## src/logic/mcs_pkg.sv

```systemverilog
// Constants and types for the microstep coil current sequencer
package mcs_pkg;
	// Register indices (word addresses)
	localparam logic [3:0] MCS_REG_CTRL = 4'h0;
	localparam logic [3:0] MCS_REG_CURLIM = 4'h1;
	localparam logic [3:0] MCS_REG_STEP = 4'h2;
	localparam logic [3:0] MCS_REG_STATUS = 4'h3;
	localparam logic [3:0] MCS_REG_COIL = 4'h4;
	localparam logic [3:0] MCS_REG_ERRCNT = 4'h5;
	localparam logic [3:0] MCS_REG_MAXSPD = 4'h6;
	// Control field positions
	localparam int MCS_CTRL_MODE_LSB = 0;
	localparam int MCS_CTRL_DECAY_LSB = 4;
	localparam int MCS_CTRL_DIR_BIT = 8;
	// Command bits in the step register
	localparam int MCS_STEP_PULSE_BIT = 0;
	localparam int MCS_STEP_RESUME_BIT = 1;
	localparam int MCS_STEP_APPLY_BIT = 2;
	localparam int MCS_STEP_DEFAULTS_BIT = 3;
	// Step mode codes
	localparam logic [3:0] MCS_MODE_FULL = 4'h0;
	localparam logic [3:0] MCS_MODE_HALF = 4'h1;
	localparam logic [3:0] MCS_MODE_QUARTER = 4'h2;
	localparam logic [3:0] MCS_MODE_EIGHTH = 4'h3;
	localparam logic [3:0] MCS_MODE_SIXTEENTH = 4'h4;
	localparam logic [3:0] MCS_MODE_THIRTYSECOND = 4'h5;
	localparam logic [3:0] MCS_MODE_FULL100 = 4'h6;
	localparam logic [3:0] MCS_MODE_HALF100 = 4'h7;
	// Decay mode codes
	localparam logic [2:0] MCS_DECAY_SLOW = 3'h0;
	localparam logic [2:0] MCS_DECAY_MIX25 = 3'h1;
	localparam logic [2:0] MCS_DECAY_MIX50 = 3'h2;
	localparam logic [2:0] MCS_DECAY_MIX75 = 3'h3;
	localparam logic [2:0] MCS_DECAY_FAST = 3'h4;
	localparam logic [2:0] MCS_DECAY_MIXED = 3'h1;
	localparam logic [2:0] MCS_DECAY_AUTO = 3'h7;
	// Driver variants
	localparam logic [1:0] MCS_VAR_FIVE_DECAY = 2'h0;
	localparam logic [1:0] MCS_VAR_THREE_DECAY = 2'h1;
	localparam logic [1:0] MCS_VAR_REDUCED = 2'h2;
	localparam logic [1:0] MCS_VAR_NONCIRC = 2'h3;
	// Reset values
	localparam logic [11:0] MCS_CURLIM_RST = 12'h000;
	localparam logic [31:0] MCS_MAXSPD_DEFAULT = 32'h001e_8480; // 200 pulses/s in pulses/10000 s
	localparam logic [31:0] MCS_MAXSPD_LIMIT = 32'h1dcd_6500; // 500,000,000
	// Table: 128 entries per electrical cycle at 1/32 resolution
	localparam int MCS_IDX_W = 7;
	localparam logic [15:0] MCS_FULL_SCALE = 16'h0100; // sine scale 1.0
	localparam logic [15:0] MCS_SEVENTY = 16'h00b5; // 0.707 of full scale
	typedef enum logic [2:0]
	{
		MCS_ST_SAFE = 3'b001,
		MCS_ST_DRIVE = 3'b010,
		MCS_ST_FAULT = 3'b100
	} mcs_state_t;
endpackage

```

## src/logic/mcs_sequencer.sv

```systemverilog
// Microstep coil current sequencer with register port and safe-start control
//
// Summary of operation
// Full step: four equal-magnitude states, one coil flips
// Full step: each coil about seventy percent
// Microsteps of 1/2 to 1/32 step
// Thirty-two microsteps per full step finest
// Quarter step: 16 states, 3/7/11/15 diagonal
// Quarter step: 1/5/9/13 one coil full
// Between positions use unequal coil setpoints
// Allowed step modes depend on variant
// 100% modes: non-zero setpoints equal full current
// Rates counted in microstep pulses
// Default maximum speed is 200 pulses/s
// Low supply raises error, de-energizes motor
// Fault returns to safe start, counts
// New settings hold motor off until resume
// Resume without errors energizes and reports driving
// Host picks current limit from allowed values
// Host keeps limit within continuous rating
// Five-decay variant: slow/25/50/75/fast, 50 default
// Three-decay variant: slow/mixed/fast, mixed default; code accepts codes 0 to 2, not fast (4)
// Other variants decay chosen automatically
// Each pulse moves index one, wraps
// Mode change keeps nearest electrical angle
// Speeds in pulses per 10000 s, capped
`timescale 1ns/1ps
module mcs_sequencer
	import mcs_pkg::*;
#(
	parameter logic [1:0] VARIANT = MCS_VAR_FIVE_DECAY
)
(
	input wire logic clk,
	input wire logic rst,
	input wire logic [3:0] reg_addr,
	input wire logic [31:0] reg_wdata,
	input wire logic reg_we,
	input wire logic reg_re,
	output logic [31:0] reg_rdata,
	input wire logic supply_undervoltage_raw,
	output logic [11:0] coil_a_setpoint,
	output logic coil_a_negative,
	output logic [11:0] coil_b_setpoint,
	output logic coil_b_negative,
	output logic coil_enable,
	output logic [2:0] decay_select,
	output logic supply_undervoltage_error
);

	// All block state in one register; d is its next value
	// Field order is free; software never sees this layout
	typedef struct packed {
		mcs_state_t state;
		logic [3:0] mode;
		logic [2:0] decay;
		logic dir;
		logic [11:0] curlim;
		logic [31:0] maxspd;
		logic [MCS_IDX_W-1:0] idx;
		logic [15:0] errcnt;
		logic [2:0] uv_sync;
		logic uv_level;
		logic [31:0] rdata;
		logic [11:0] coil_a;
		logic [11:0] coil_b;
		logic neg_a;
		logic neg_b;
	} mcs_regs_t;

	mcs_regs_t q, d;

	// Sine magnitude for 0..32 steps of a quarter cycle, scale 256
	function automatic logic [15:0] mcs_sine(input logic [5:0] k);
		// Quarter wave only; quadrant logic adds sign and coil swap
		logic [15:0] t [0:32];
		t = '{
			16'h0000, // 0 degrees
			16'h000d,
			16'h0019,
			16'h0026,
			16'h0032,
			16'h003e,
			16'h004a,
			16'h0056,
			16'h0062,
			16'h006d,
			16'h0079,
			16'h0084,
			16'h008e,
			16'h0098,
			16'h00a2,
			16'h00ac,
			16'h00b5, // 45 degrees
			16'h00be,
			16'h00c6,
			16'h00ce,
			16'h00d5,
			16'h00dc,
			16'h00e2,
			16'h00e7,
			16'h00ed,
			16'h00f1,
			16'h00f5,
			16'h00f8,
			16'h00fb,
			16'h00fd,
			16'h00ff,
			16'h0100,
			16'h0100 // 90 degrees
		};
		return t[k];
	endfunction

	// Index step per pulse: 128-entry cycle divided by the mode
	function automatic logic [MCS_IDX_W-1:0] mcs_stride(input logic [3:0] m);
		case (m)
			MCS_MODE_FULL, MCS_MODE_FULL100: return 7'h20;
			MCS_MODE_HALF, MCS_MODE_HALF100: return 7'h10;
			MCS_MODE_QUARTER: return 7'h08;
			MCS_MODE_EIGHTH: return 7'h04;
			MCS_MODE_SIXTEENTH: return 7'h02;
			MCS_MODE_THIRTYSECOND: return 7'h01;
			default: return 7'h20;
		endcase
	endfunction

	// Modes each variant accepts
	function automatic logic mcs_mode_ok(input logic [3:0] m);
		case (VARIANT)
			MCS_VAR_REDUCED: return m <= MCS_MODE_EIGHTH;
			// The non-circular variant has no plain full step
			MCS_VAR_NONCIRC: return m != MCS_MODE_FULL && m <= MCS_MODE_HALF100;
			default: return m <= MCS_MODE_THIRTYSECOND;
		endcase
	endfunction

	// Decay codes each variant accepts
	function automatic logic mcs_decay_ok(input logic [2:0] c);
		case (VARIANT)
			MCS_VAR_FIVE_DECAY: return c <= MCS_DECAY_FAST;
			// Auto-decay variants refuse every write; the bridge picks decay
			MCS_VAR_THREE_DECAY: return c <= 3'h2;
			default: return 1'b0;
		endcase
	endfunction

	// Decay code after reset, per variant
	function automatic logic [2:0] mcs_decay_rst();
		case (VARIANT)
			MCS_VAR_FIVE_DECAY: return MCS_DECAY_MIX50;
			MCS_VAR_THREE_DECAY: return MCS_DECAY_MIXED;
			default: return MCS_DECAY_AUTO;
		endcase
	endfunction

	// Step mode after reset, legal for every variant
	function automatic logic [3:0] mcs_mode_rst();
		return (VARIANT == MCS_VAR_NONCIRC) ? MCS_MODE_FULL100 : MCS_MODE_FULL;
	endfunction

	// Next state and register port
	// Every field of d gets a value on every path through d = q
	always_comb
	begin
		// Scratch values, all cleared at the top so no latch appears
		logic [MCS_IDX_W-1:0] stride;
		logic [MCS_IDX_W-1:0] nstride;
		logic [4:0] phase;
		logic [1:0] quad;
		logic [15:0] sa;
		logic [15:0] sb;
		logic [27:0] pa;
		logic [27:0] pb;
		logic hundred;
		logic pulse;
		logic [3:0] nmode;
		stride = '0;
		nstride = '0;
		phase = '0;
		quad = '0;
		sa = '0;
		sb = '0;
		pa = '0;
		pb = '0;
		hundred = 1'b0;
		pulse = 1'b0;
		nmode = '0;
		// Hold everything unless a branch below changes it
		d = q;
		d.rdata = '0;
		// Undervoltage pin through three flops; change taken when last two agree
		// Agreement rejects a pin edge caught mid-transition
		d.uv_sync = {q.uv_sync[1:0], supply_undervoltage_raw};
		if (q.uv_sync[2] == q.uv_sync[1])
			d.uv_level = q.uv_sync[2];
		// Stride of the mode in force, for a pulse this cycle
		stride = mcs_stride(q.mode);

		// Register writes
		if (reg_we)
		begin
			case (reg_addr)
				MCS_REG_CTRL:
				begin
					// Illegal mode or decay codes leave the old value in place
					nmode = reg_wdata[MCS_CTRL_MODE_LSB +: 4];
					if (mcs_mode_ok(nmode))
					begin
						d.mode = nmode;
						nstride = mcs_stride(nmode);
						// Snap to nearest angle on the coarser grid
						// Full modes sit on odd multiples of 45 degrees
						if (nmode == MCS_MODE_FULL || nmode == MCS_MODE_FULL100)
							d.idx = (q.idx & 7'h60) | 7'h10;
						else
							d.idx = (q.idx + (nstride >> 1)) & ~(nstride - 7'h01);
					end
					if (mcs_decay_ok(reg_wdata[MCS_CTRL_DECAY_LSB +: 3]))
						d.decay = reg_wdata[MCS_CTRL_DECAY_LSB +: 3];
					// Direction applies from the next pulse on
					d.dir = reg_wdata[MCS_CTRL_DIR_BIT];
				end
				// Limit taken as given; picking a legal value is the host's job
				MCS_REG_CURLIM: d.curlim = reg_wdata[11:0];
				MCS_REG_MAXSPD:
					// Pulses per 10000 s, clamped at the ceiling
					// Clamp rather than wrap, so an oversize write stays fast
					d.maxspd = (reg_wdata > MCS_MAXSPD_LIMIT) ? MCS_MAXSPD_LIMIT : reg_wdata;
				MCS_REG_STEP:
				begin
					pulse = reg_wdata[MCS_STEP_PULSE_BIT];
					// Restore resets only the speed limit here and drops to safe start
					// Apply and restore win over resume in one write
					if (reg_wdata[MCS_STEP_DEFAULTS_BIT])
						d.maxspd = MCS_MAXSPD_DEFAULT;
					if (reg_wdata[MCS_STEP_APPLY_BIT] || reg_wdata[MCS_STEP_DEFAULTS_BIT])
						d.state = MCS_ST_SAFE;
					else if (reg_wdata[MCS_STEP_RESUME_BIT] && !q.uv_level)
						d.state = MCS_ST_DRIVE;
				end
				default: ;
			endcase
		end

		// One pulse is one microstep of the current mode
		// Pulses outside drive are dropped, not queued
		if (pulse && q.state == MCS_ST_DRIVE)
			d.idx = q.dir ? q.idx - stride : q.idx + stride;

		// Supply fault overrides apply and resume and is counted once per entry
		// A held low supply therefore counts only once
		case (q.state)
			MCS_ST_DRIVE:
				if (q.uv_level)
				begin
					d.state = MCS_ST_FAULT;
					d.errcnt = q.errcnt + 16'h0001;
				end
			MCS_ST_FAULT: d.state = MCS_ST_SAFE;
			MCS_ST_SAFE: ;
			default: d.state = MCS_ST_SAFE;
		endcase

		// Register reads, data one cycle later
		// Reads see the state before this cycle's writes
		// Unmapped indices read back as zero; the step index reads back the position index
		if (reg_re)
		begin
			case (reg_addr)
				MCS_REG_CTRL: d.rdata = {23'h0, q.dir, 1'b0, q.decay, q.mode};
				MCS_REG_CURLIM: d.rdata = {20'h0, q.curlim};
				MCS_REG_STATUS: d.rdata = {28'h0, q.uv_level, q.state};
				MCS_REG_COIL: d.rdata = {q.neg_b, 3'h0, q.coil_b, q.neg_a, 3'h0, q.coil_a};
				MCS_REG_ERRCNT: d.rdata = {16'h0, q.errcnt};
				MCS_REG_MAXSPD: d.rdata = q.maxspd;
				MCS_REG_STEP: d.rdata = {25'h0, q.idx};
				default: d.rdata = '0;
			endcase
		end

		// Setpoints: angle idx*90/32 degrees; cos on coil A, sin on coil B
		quad = q.idx[6:5];
		phase = q.idx[4:0];
		sa = mcs_sine(6'(32 - phase));
		sb = mcs_sine({1'b0, phase});
		// Odd quadrants swap which coil follows the cosine
		if (quad[0])
		begin
			sa = mcs_sine({1'b0, phase});
			sb = mcs_sine(6'(32 - phase));
		end
		// Only the two 100% modes square the pattern off
		hundred = (q.mode == MCS_MODE_FULL100) || (q.mode == MCS_MODE_HALF100);
		if (hundred)
		begin
			// Non-circular: any non-zero coil takes the full limit
			sa = (sa != 16'h0) ? MCS_FULL_SCALE : 16'h0;
			sb = (sb != 16'h0) ? MCS_FULL_SCALE : 16'h0;
		end
		// Full step sits on odd multiples of 45 degrees
		if (q.mode == MCS_MODE_FULL)
		begin
			sa = MCS_SEVENTY;
			sb = MCS_SEVENTY;
		end
		// Product keeps 8 fraction bits; bits 19:8 are whole current units
		pa = 28'(q.curlim) * 28'(sa);
		pb = 28'(q.curlim) * 28'(sb);
		// Outside drive both coils read zero so the bridges idle
		d.coil_a = (q.state == MCS_ST_DRIVE) ? pa[19:8] : 12'h000;
		d.coil_b = (q.state == MCS_ST_DRIVE) ? pb[19:8] : 12'h000;

		// Polarity by quadrant; each full step flips one coil
		d.neg_a = quad[1] ^ quad[0];
		d.neg_b = quad[1];
	end

	// State register
	// Synchronous reset; functions give per-variant constant defaults
	always_ff @(posedge clk)
	begin
		if (rst)
		begin
			q <= '0;
			q.state <= MCS_ST_SAFE;
			q.mode <= mcs_mode_rst();
			q.decay <= mcs_decay_rst();
			q.curlim <= MCS_CURLIM_RST;
			q.maxspd <= MCS_MAXSPD_DEFAULT;
			// Diagonal start keeps full mode legal from the first pulse
			q.idx <= 7'h10; // Start on a 45 degree point
		end
		else
			q <= d;
	end

	// Outputs from flops
	// Enable decoded straight from the state flop, no extra delay
	assign reg_rdata = q.rdata;
	assign coil_a_setpoint = q.coil_a;
	assign coil_b_setpoint = q.coil_b;
	assign coil_a_negative = q.neg_a;
	assign coil_b_negative = q.neg_b;
	assign coil_enable = (q.state == MCS_ST_DRIVE);
	assign decay_select = q.decay;
	assign supply_undervoltage_error = q.uv_level;

endmodule

```

## config.mk

```make
export PLATFORM = sky130hd
export DESIGN_NAME = mcs_sequencer
export DESIGN_NICKNAME = d
export VERILOG_FILES = /design/src/logic/mcs_pkg.sv /design/src/logic/mcs_sequencer.sv
export SDC_FILE = /design/constraint.sdc
export NUM_CORES = 1
export LEC_CHECK = 0
export ABC_CLOCK_PERIOD_IN_PS = 8600
export BUFFER_PORTS_ARGS = -buffer_cell sky130_fd_sc_hd__buf_2
export CAP_MARGIN = 20
export CORE_MARGIN = 4
export CORE_UTILIZATION = 48
export DETAILED_ROUTE_END_ITERATION = 10
export PLACE_DENSITY_LB_ADDON = 0.12
export SETUP_SLACK_MARGIN = 0.05
export SYNTH_ARGS = -nofsm -noshare
export SYNTH_HDL_FRONTEND = slang
export SYNTH_SLANG_ARGS = --single-unit
```

## constraint.sdc

```tcl
create_clock -name clk -period 8.6 [get_ports clk]
set_input_delay 1.72 -clock clk [delete_from_list [all_inputs] [get_ports clk]]
set_output_delay 1.72 -clock clk [all_outputs]
set_load 0.05 [all_outputs]
```

* After elaboration in Yosys (flattened, before gate mapping)
Memories as Yosys holds them, arrays and structs flattened. A register that Yosys moved wholly into a read port is not among the register bits.
Index checks and enable logic that the tools add are counted.
W data, S select, Z words.
** Operators by class
- $add $sub $neg :: 6
- $mul :: 2
- $lt $le $gt $ge :: 5
- Equality and inequality tests :: 14
- Muxes and demuxes :: 44
- Bitwise gates (word level) :: 7
- Reduce and logical (&&, ||, !) cells :: 25
** Operators by type and width (count)
- $pmux W32 S7 :: 1
- $mux W16 :: 10
- $mux W7 :: 10
- $mux W32 :: 2
- $pmux W32 S2 :: 1
- $mux W62 :: 1
- $mul A12 B16 Y20 :: 2
- $gt A32 B29 Y1 const B :: 1
- $reduce_bool A16 Y1 :: 2
- $eq A4 B3 Y1 const B :: 6
- $mux W3 :: 7
- $mux W9 :: 2
- $add A16 B1 Y16 const B :: 1
- $ge A7 B7 Y1 const B :: 2
- $logic_not A4 Y1 :: 3
- $mux W12 :: 1
- $reduce_and A3 Y1 :: 4
- $eq A4 B2 Y1 const B :: 2
- $mux W8 :: 1
- $reduce_bool A2 Y1 :: 4
- $add A7 B6 Y7 :: 1
- $add A7 B7 Y7 :: 1
- $and A7 B7 Y7 :: 1
- $not A5 Y7 :: 1
- 24 further kinds :: 36
** Word-level totals
- Register bits after elaboration :: 140
- Memory bits (read-only) :: 2144
- Bits of input ports :: 41
- Output and inout bits :: 63
- Word-level logic and storage cells :: 123
- Memories :: 4
** Memories
- (name not given) :: words 64, width 16, rd ports 1, clocked after Yosys merged registers in 0, write ports 0, line mcs_sequencer.sv:112 : return t[k];
- (name not given) :: words 64, width 16, rd ports 1, clocked after Yosys merged registers in 0, write ports 0, line mcs_sequencer.sv:112
- (name not given) :: words 8, width 6, rd ports 1, clocked after Yosys merged registers in 1, write ports 0, line mcs_sequencer.sv:117 : case (m)
- (name not given) :: words 8, width 6, rd ports 1, clocked after Yosys merged registers in 0, write ports 0, line mcs_sequencer.sv:117

* Logic depth before layout (Yosys ltp)
Gate-level depths: netlist of run 1.
- Depth in word-level cells :: 15
- Mapped depth :: 34
- Mapped depth without buffers :: 30

* Worst setup path after synthesis of run 1
No wires, ideal clock.
- Path kind :: reg-to-reg
- Start :: register q[79] (netlist name)
- End :: register q (netlist bit coil_a_setpoint[10])
- Setup time :: 121 ps
- Data arrival time :: 7270 ps
- Setup slack :: 1209 ps
- Cell stages (with the launch flop) :: 33
- Buffers on the path :: 4
- Clock period less this slack :: 7391 ps
- Cells stage by stage :: dfxtp_1 clkbuf_1 inv_1 ha_1 buf_4 nor3b_4 xnor2_1 buf_2 nor2_1 o31ai_1 a22o_1 nor2b_1 clkbuf_1 nand2_1 fa_1 inv_1 fa_1 inv_1 fa_1 inv_1 fa_1 inv_1 fa_1 inv_1 ha_1 a21o_1 a21oi_1 nand2_1 a21oi_2 nor3_4 o31a_1 nor3_1 nor3_2
** Between the ends
- Word-level cells in the longest chain between the ends :: 11
** RTL lines
- from (decl) :: line mcs_sequencer.sv:71 : mcs_regs_t q, d;
- $sub A6 B5 Y6 :: line mcs_sequencer.sv:285 : sa = mcs_sine(6'(32 - phase));
- $not A6 Y7 (not written as such) :: line mcs_sequencer.sv:112
- $mem_v2 Z64 W16
- $mux W16 (2 in series)
- $mux W16 * :: line mcs_sequencer.sv:288 : if (quad[0])
- $reduce_bool A16 Y1 :: line mcs_sequencer.sv:298 : sa = (sa != 16'h0) ? MCS_FULL_SCALE : 16'h0;
- $mux W9 :: line mcs_sequencer.sv:298
- $mux W16 * :: line mcs_sequencer.sv:295 : if (hundred)
- $mux W16 * :: line mcs_sequencer.sv:302 : if (q.mode == MCS_MODE_FULL)
- $mul A12 B16 Y20 * :: line mcs_sequencer.sv:308 : pa = 28'(q.curlim) * 28'(sa);
Every way passes the cells marked *; elsewhere a longest branch is shown, timed or not. The select of a mux whose other input is x is not followed.
A chain may end at the register's enable or synchronous reset.

* Final worst setup path of run 1
- Start :: register q[79] (netlist name)
- End :: register q (netlist bit coil_a_setpoint[11])
The elaborated chain is that of the path after synthesis.

==> results.ini, run 1 <==
[sta]
timing.final.crit_share_pct=92.9
finalSetupTns_ns=0
tightest_slew_ns=1.06
rsz0062_at_grt=no
period_minus_slack_ns=7.99
fin_skew_ns=0.0101
maxSlewViolCount=0
setup_ws_ns=0.610
hold_violations=0
setup_viol_count_final=0
fmax_mhz=125
slew_headroom_pct=28.8

[critical_path]
startpoint=q[79]
cp_data_required_time_ns=8.97
r2r-start=q[79]
cp-start-kind=flip-flop
critPathArrivalTime_ns=8.36
crit_fanout=12
crit_type=reg -> reg
end_kind=flip-flop

[cells_and_area]
final_common_cell=nand2_1
fillerInstances=3000
layout.nets=2119
area_growth_pct=6.75
layout-drive-gt1-share_pct=12.0
final-seq-area_mm2=0.00292
utilization_pct=52.2
final_cell_area_mm2=0.0161
final_cell_mix=nand2_1, inv_1, dfxtp_1
diodes=0
multiInputGateArea_mm2=0.0105

[yosys]
ys_seq_area_share_pct=19.4
synth_edf_count=0
async_flop_share_pct=0
synthDistinctLibCells=90
avgSynthCellArea_um2=8.28
synthCells=1821
ys.flop_type=dfxtp_1
synthesis.nets=2130
ys_ff_latch=146
netlist_area_mm2=0.0151
synth_warnings=0

[run]
drv_cap=0

[clock_tree]
cts_num_sinks=146
cts_setup_buffers=0
clk_latency_ns=0.43
cts_root_buf=clkbuf_16
cts_hold_buf=0
cts_made_buffers=17
htreeDepth=4
clkTransAtPathRegs_ns=0.07
clock_path_buffers=2
cts_tree=yes

[power]
p_leak_nw=7.60
peakVddDrop_mv=0.135
power_mw=1.61
p_per_area_mw_per_mm2=99.8

[route]
drt_iter0_markers=876
routed_via_density=5.61
ant_nets=0
wl_per_cell_um=18.7
drc_errors=0
totalWireLength_um=41600
dr_total_vias=12500
drtPass1Iterations=5

[placement]
place_area_mm2=0.0155
gp_congestion=0.863
dp_slack_ns=0.522
io_buffer_count=103
place_hpwl_um=31300

[floorplan]
pin_count=104
die_width_um=185
fp.dieH_um=185
dieArea_mm2=0.0343
rows=64
initial_utilization_pct=48.9
fp.coreArea_mm2=0.0308

[outcome]
outcome=complete, no violations

[global_route]
grt_overflow=0
grt_max_degree=71
grtUsageTotal_pct=24.7
first_global_vias=12300
grt_pass1_wl_um=67500
grt_antenna_before_repair=0

[worst_hold_path]
holdCritPathClass=reg -> reg
hold_start=q[113]

final timing paths:
check	to	slack, ns	cells past startpoint
worst max register to register	coil_a_setpoint[11]	0.61	25
worst min register to register	q[113]	0.45	2
worst max-delay path	coil_a_setpoint[11]	0.61	25
worst min-delay path	q[113]	0.45	2
through the flow:
step	hold WS (ns)	std cells
after floorplan	0.414	1821
after global placement	0.438	2187
after detailed placement	0.439	2187
after CTS	0.449	2219
after global routing	0.467	2219
final	0.450	2219
synthesized netlist by cell type, types with 6 or more instances:
master / n / area share (%)
nand3_1: 28 / 0.93
buf_2: 9 / 0.30
ha_1: 130 / 11
nor2_1: 143 / 3.6
a222oi_1: 12 / 0.80
nand2b_1: 27 / 1.1
o22ai_1: 9 / 0.37
a22oi_1: 41 / 2.0
a31oi_1: 18 / 0.75
nor2b_1: 30 / 1.2
o31ai_1: 6 / 0.30
nor3_1: 24 / 0.80
fa_1: 138 / 18
and3_1: 8 / 0.33
dfxtp_1: 146 / 19
buf_6: 6 / 0.45
a21oi_1: 88 / 2.9
clkbuf_1: 92 / 2.3
xor2_1: 27 / 1.6
inv_1: 191 / 4.8
nand4_1: 11 / 0.46
mux2i_1: 10 / 0.66
o21ai_0: 62 / 2.1
nor4_1: 10 / 0.41
or3_1: 10 / 0.41
buf_4: 64 / 3.2
and2_1: 108 / 4.5
a21o_1: 16 / 0.80
nand2_1: 201 / 5.0
xnor2_1: 33 / 1.9
flip-flops by register name, indices dropped and copies added (netlist names), named ones only:
register	cells
coil_a_negative	1
coil_a_setpoint	12
coil_b_negative	1
coil_b_setpoint	12
d	3
decay_select	3
q	75
reg_rdata	32
supply_undervoltage_error	1
layer usage:
layer  track usage, %  wire length (µm)  up-vias
met5                0                 0        -
met4             6.14               790        0
met3             3.22              2210       49
met2             40.0             19200      387
met1             35.1             19400     6087
li1                 -                 -     5933
power by group:
part | switching (mW) | total (mW) | internal [mW]
clock | 0.322 | 0.766 | 0.444
sequential | 0.00426 | 0.684 | 0.680
combinational | 0.100 | 0.157 | 0.0565
cells by family after synthesis:
family	Yosys count	share of synthesized area (%)
AND/OR/NAND/NOR	642	21.4
buffers and inverters	369	11.2
AO/OA/AOI/OAI	319	14.0
adder cells (fa/ha/maj)	269	29.2
flip-flops	146	19.4
XOR/XNOR	63	3.96
multiplexers	13	0.904
area by class of cell:
cell class | count | share of cell area, %
multi-input cells | 1306 | 65.3
flip-flops and latches | 146 | 18.1
inverters | 195 | 4.55
well taps | 396 | 3.08
clock inverters | 14 | 1.05
clock buffers | 18 | 2.73
repair buffers | 144 | 5.11
worst max-delay path, cell delays in order, from the launching register on:
cell       delay (ns)
dfxtp_1          0.32
inv_1            0.12
ha_1             0.34
nor3b_4          0.22
xnor2_1          0.69
a221o_1          0.31
a32oi_2          0.16
nor2_1           0.76
and2_1           0.27
fa_1             0.42
ha_1             0.23
fa_1             0.53
inv_1            0.05
fa_1             0.48
inv_1            0.06
fa_1             0.48
ha_1             0.31
nand4_1          0.09
nor4_1           0.50
o2111ai_1        0.34
a211oi_2         0.27
a21oi_2          0.11
nor3_4           0.26
nor3_1           0.10
or3_1            0.35
a21oi_1          0.13
timing repair:
item | CTS | global route
setup endpoints to repair | 0 | 3
endpoints found under the hold margin | 0 | 0
resized for setup | 0 | 1
Note: power is estimated with default switching activity, not from simulation.
==> run 2, diff against run 1 <==
CTS_BUF_LIST = sky130_fd_sc_hd__clkbuf_16   (was not set)
GPL_ROUTABILITY_DRIVEN = 0   (was not set)
==> results.ini, run 2 (synthesis results as in run 1) <==
[outcome]
outcome=complete, no violations  ; unchanged

[global_route]
grt_max_degree=91  ; was 71
grt_pass1_wl_um=67400  ; was 67500 µm
grtUsageTotal_pct=24.5  ; was 24.7%
grt_overflow=0  ; unchanged
grt_antenna_before_repair=0  ; unchanged
first_global_vias=12300  ; about the same

[sta]
setup_ws_ns=0.615  ; was 0.610 ns
period_minus_slack_ns=7.99  ; about the same
slew_headroom_pct=26.4  ; was 28.8%
fmax_mhz=125  ; about the same
rsz0062_at_grt=no  ; unchanged
fin_skew_ns=0.0142  ; was 0.0101 ns
timing.final.crit_share_pct=92.9  ; about the same
hold_violations=0  ; unchanged
whs_ns=0.446  ; was 0.450 ns
finalSetupTns_ns=0  ; unchanged
setup_viol_count_final=0  ; unchanged
maxSlewViolCount=0  ; unchanged
tightest_slew_ns=1.10  ; was 1.06 ns

[cells_and_area]
area_growth_pct=6.62  ; was 6.75%
finalNonFillerCells=2218  ; was 2219
final_cell_area_mm2=0.0161  ; about the same
final_common_cell=nand2_1  ; unchanged
utilization_pct=52.2  ; about the same
layout-drive-gt1-share_pct=11.9  ; was 12.0%
layout.nets=2118  ; was 2119
diodes=0  ; unchanged
largest_reg_flops=75  ; unchanged
regMostFlops=q  ; unchanged
final_cell_mix=nand2_1, inv_1, dfxtp_1  ; unchanged
fillerInstances=2927  ; was 3000

[critical_path]
cp_common_cell=fa_1  ; unchanged
slowest_stage=nor2b_1  ; was nor2_1
cp-start-kind=flip-flop  ; unchanged
cp_data_required_time_ns=8.91  ; was 8.97 ns
crit_type=reg -> reg  ; unchanged
max_stage_delay_ns=0.77  ; was 0.76 ns
crit_fanout=13  ; was 12
critPathArrivalTime_ns=8.30  ; was 8.36 ns
end_kind=flip-flop  ; unchanged

[power]
peakVddDrop_mv=0.135  ; about the same
p_leak_nw=7.59  ; was 7.60 nW
p_sw_mw=0.434  ; was 0.426 mW
seqPwrFrac_pct=42.6  ; about the same
combPwrFrac_pct=9.8  ; was 9.7%
netSwitchingFraction_pct=27.0  ; was 26.5%
power_mw=1.61  ; about the same
clockPowerShare_pct=47.7  ; about the same
p_per_area_mw_per_mm2=99.9  ; was 99.8 mW/mm²
intPower_mw=1.17  ; was 1.18 mW

[route]
drt_iter0_markers=1089  ; was 876
dr_total_vias=12600  ; was 12500
drc_errors=0  ; unchanged
ant_nets=0  ; unchanged
wl_per_cell_um=18.7  ; about the same
routed_via_density=5.69  ; was 5.61
totalWireLength_um=41400  ; was 41600 µm
drtPass1Iterations=7  ; was 5

[run]
drv_cap=0  ; unchanged

[floorplan]
die_width_um=185  ; unchanged
rows=64  ; unchanged
dieArea_mm2=0.0343  ; unchanged
fp.coreArea_mm2=0.0308  ; unchanged
fp.dieH_um=185  ; unchanged
pin_count=104  ; unchanged
initial_utilization_pct=48.9  ; unchanged

[clock_tree]
cts-resized-gates=0  ; unchanged
cts_hold_buf=0  ; unchanged
htreeDepth=4  ; unchanged
clkTransAtPathRegs_ns=0.06  ; was 0.07 ns
cts_root_buf=clkbuf_16  ; unchanged
clk_latency_ns=0.44  ; was 0.43 ns
cts_tree=yes  ; unchanged
cts_made_buffers=17  ; unchanged
clock_path_buffers=2  ; unchanged
cts_num_sinks=146  ; unchanged
cts_setup_buffers=0  ; unchanged

[placement]
place_area_mm2=0.0155  ; about the same
dp_cells=2184  ; was 2187
place_hpwl_um=31000  ; was 31300 µm
io_buffer_count=103  ; unchanged
dp_slack_ns=0.371  ; was 0.522 ns

[worst_hold_path]
holdCritPathClass=reg -> reg  ; unchanged

[run 2: changes by cell type in the layout (fill, tap and decap cells not counted)]
cell,before,now
clkbuf_8,1,0
clkbuf_4,0,1
nor2b_1,29,30
inv_8,1,3
clkinv_4,1,4
clkinv_2,1,2
inv_6,6,3
clkinvlp_4,2,1
clkinv_8,1,0
nor2b_2,2,1
buf_4,41,39
[run 2: path summary, 6_finish.rpt]
check | start | end | slack, ns | cells after the start
worst min register to register | q[113] | q[113] | 0.45 | 2
worst max register to register | q[78] | coil_b_setpoint[11] | 0.61 | 27
worst max-delay path | q[78] | coil_b_setpoint[11] | 0.61 | 27
worst min-delay path | q[113] | q[113] | 0.45 | 2
[run 2: area by class of cell]
cell class,instances,area [µm²],share of cell area (%)
Clock inverter,15,173,1.07
Multi-Input combinational cell,1306,10500,65.4
Inverter,195,732,4.55
Sequential cell,146,2920,18.2
Timing Repair Buffer,143,816,5.07
Clock buffer,17,425,2.64
Tap cell,396,495,3.08
[run 2: worst max-delay path: cells and delay by family, from the launching register on]
family                     cells  cell delay (ns)
adders and majority gates      7             2.87
xor gates and xnor gates       2             0.51
DFF                            1             0.31
and+or+nand+nor                6             1.63
AOI/OAI and AO/OA              8             1.98
buffers and inverters          4             0.51
[run 2: power by group through the flow]
| stage | combinational [mW] | clock, mW | sequential [mW] |
|---|---|---|---|
| after detailed placement | 0.155 | 0 | 0.699 |
| after global placement | 0.154 | 0 | 0.699 |
| after global routing | 0.176 | 0.802 | 0.684 |
| final | 0.157 | 0.766 | 0.684 |
| after CTS | 0.157 | 0.774 | 0.684 |
| after floorplan | 0.109 | 0 | 0.697 |
[run 2: layer usage]
layer	share of wire [%]	track usage, %	vias to the layer above
met2	45	39.5	457
met5	0	0	-
met4	2.2	5.58	0
met1	47	35.5	6161
li1	-	-	5930
met3	5.6	2.69	62
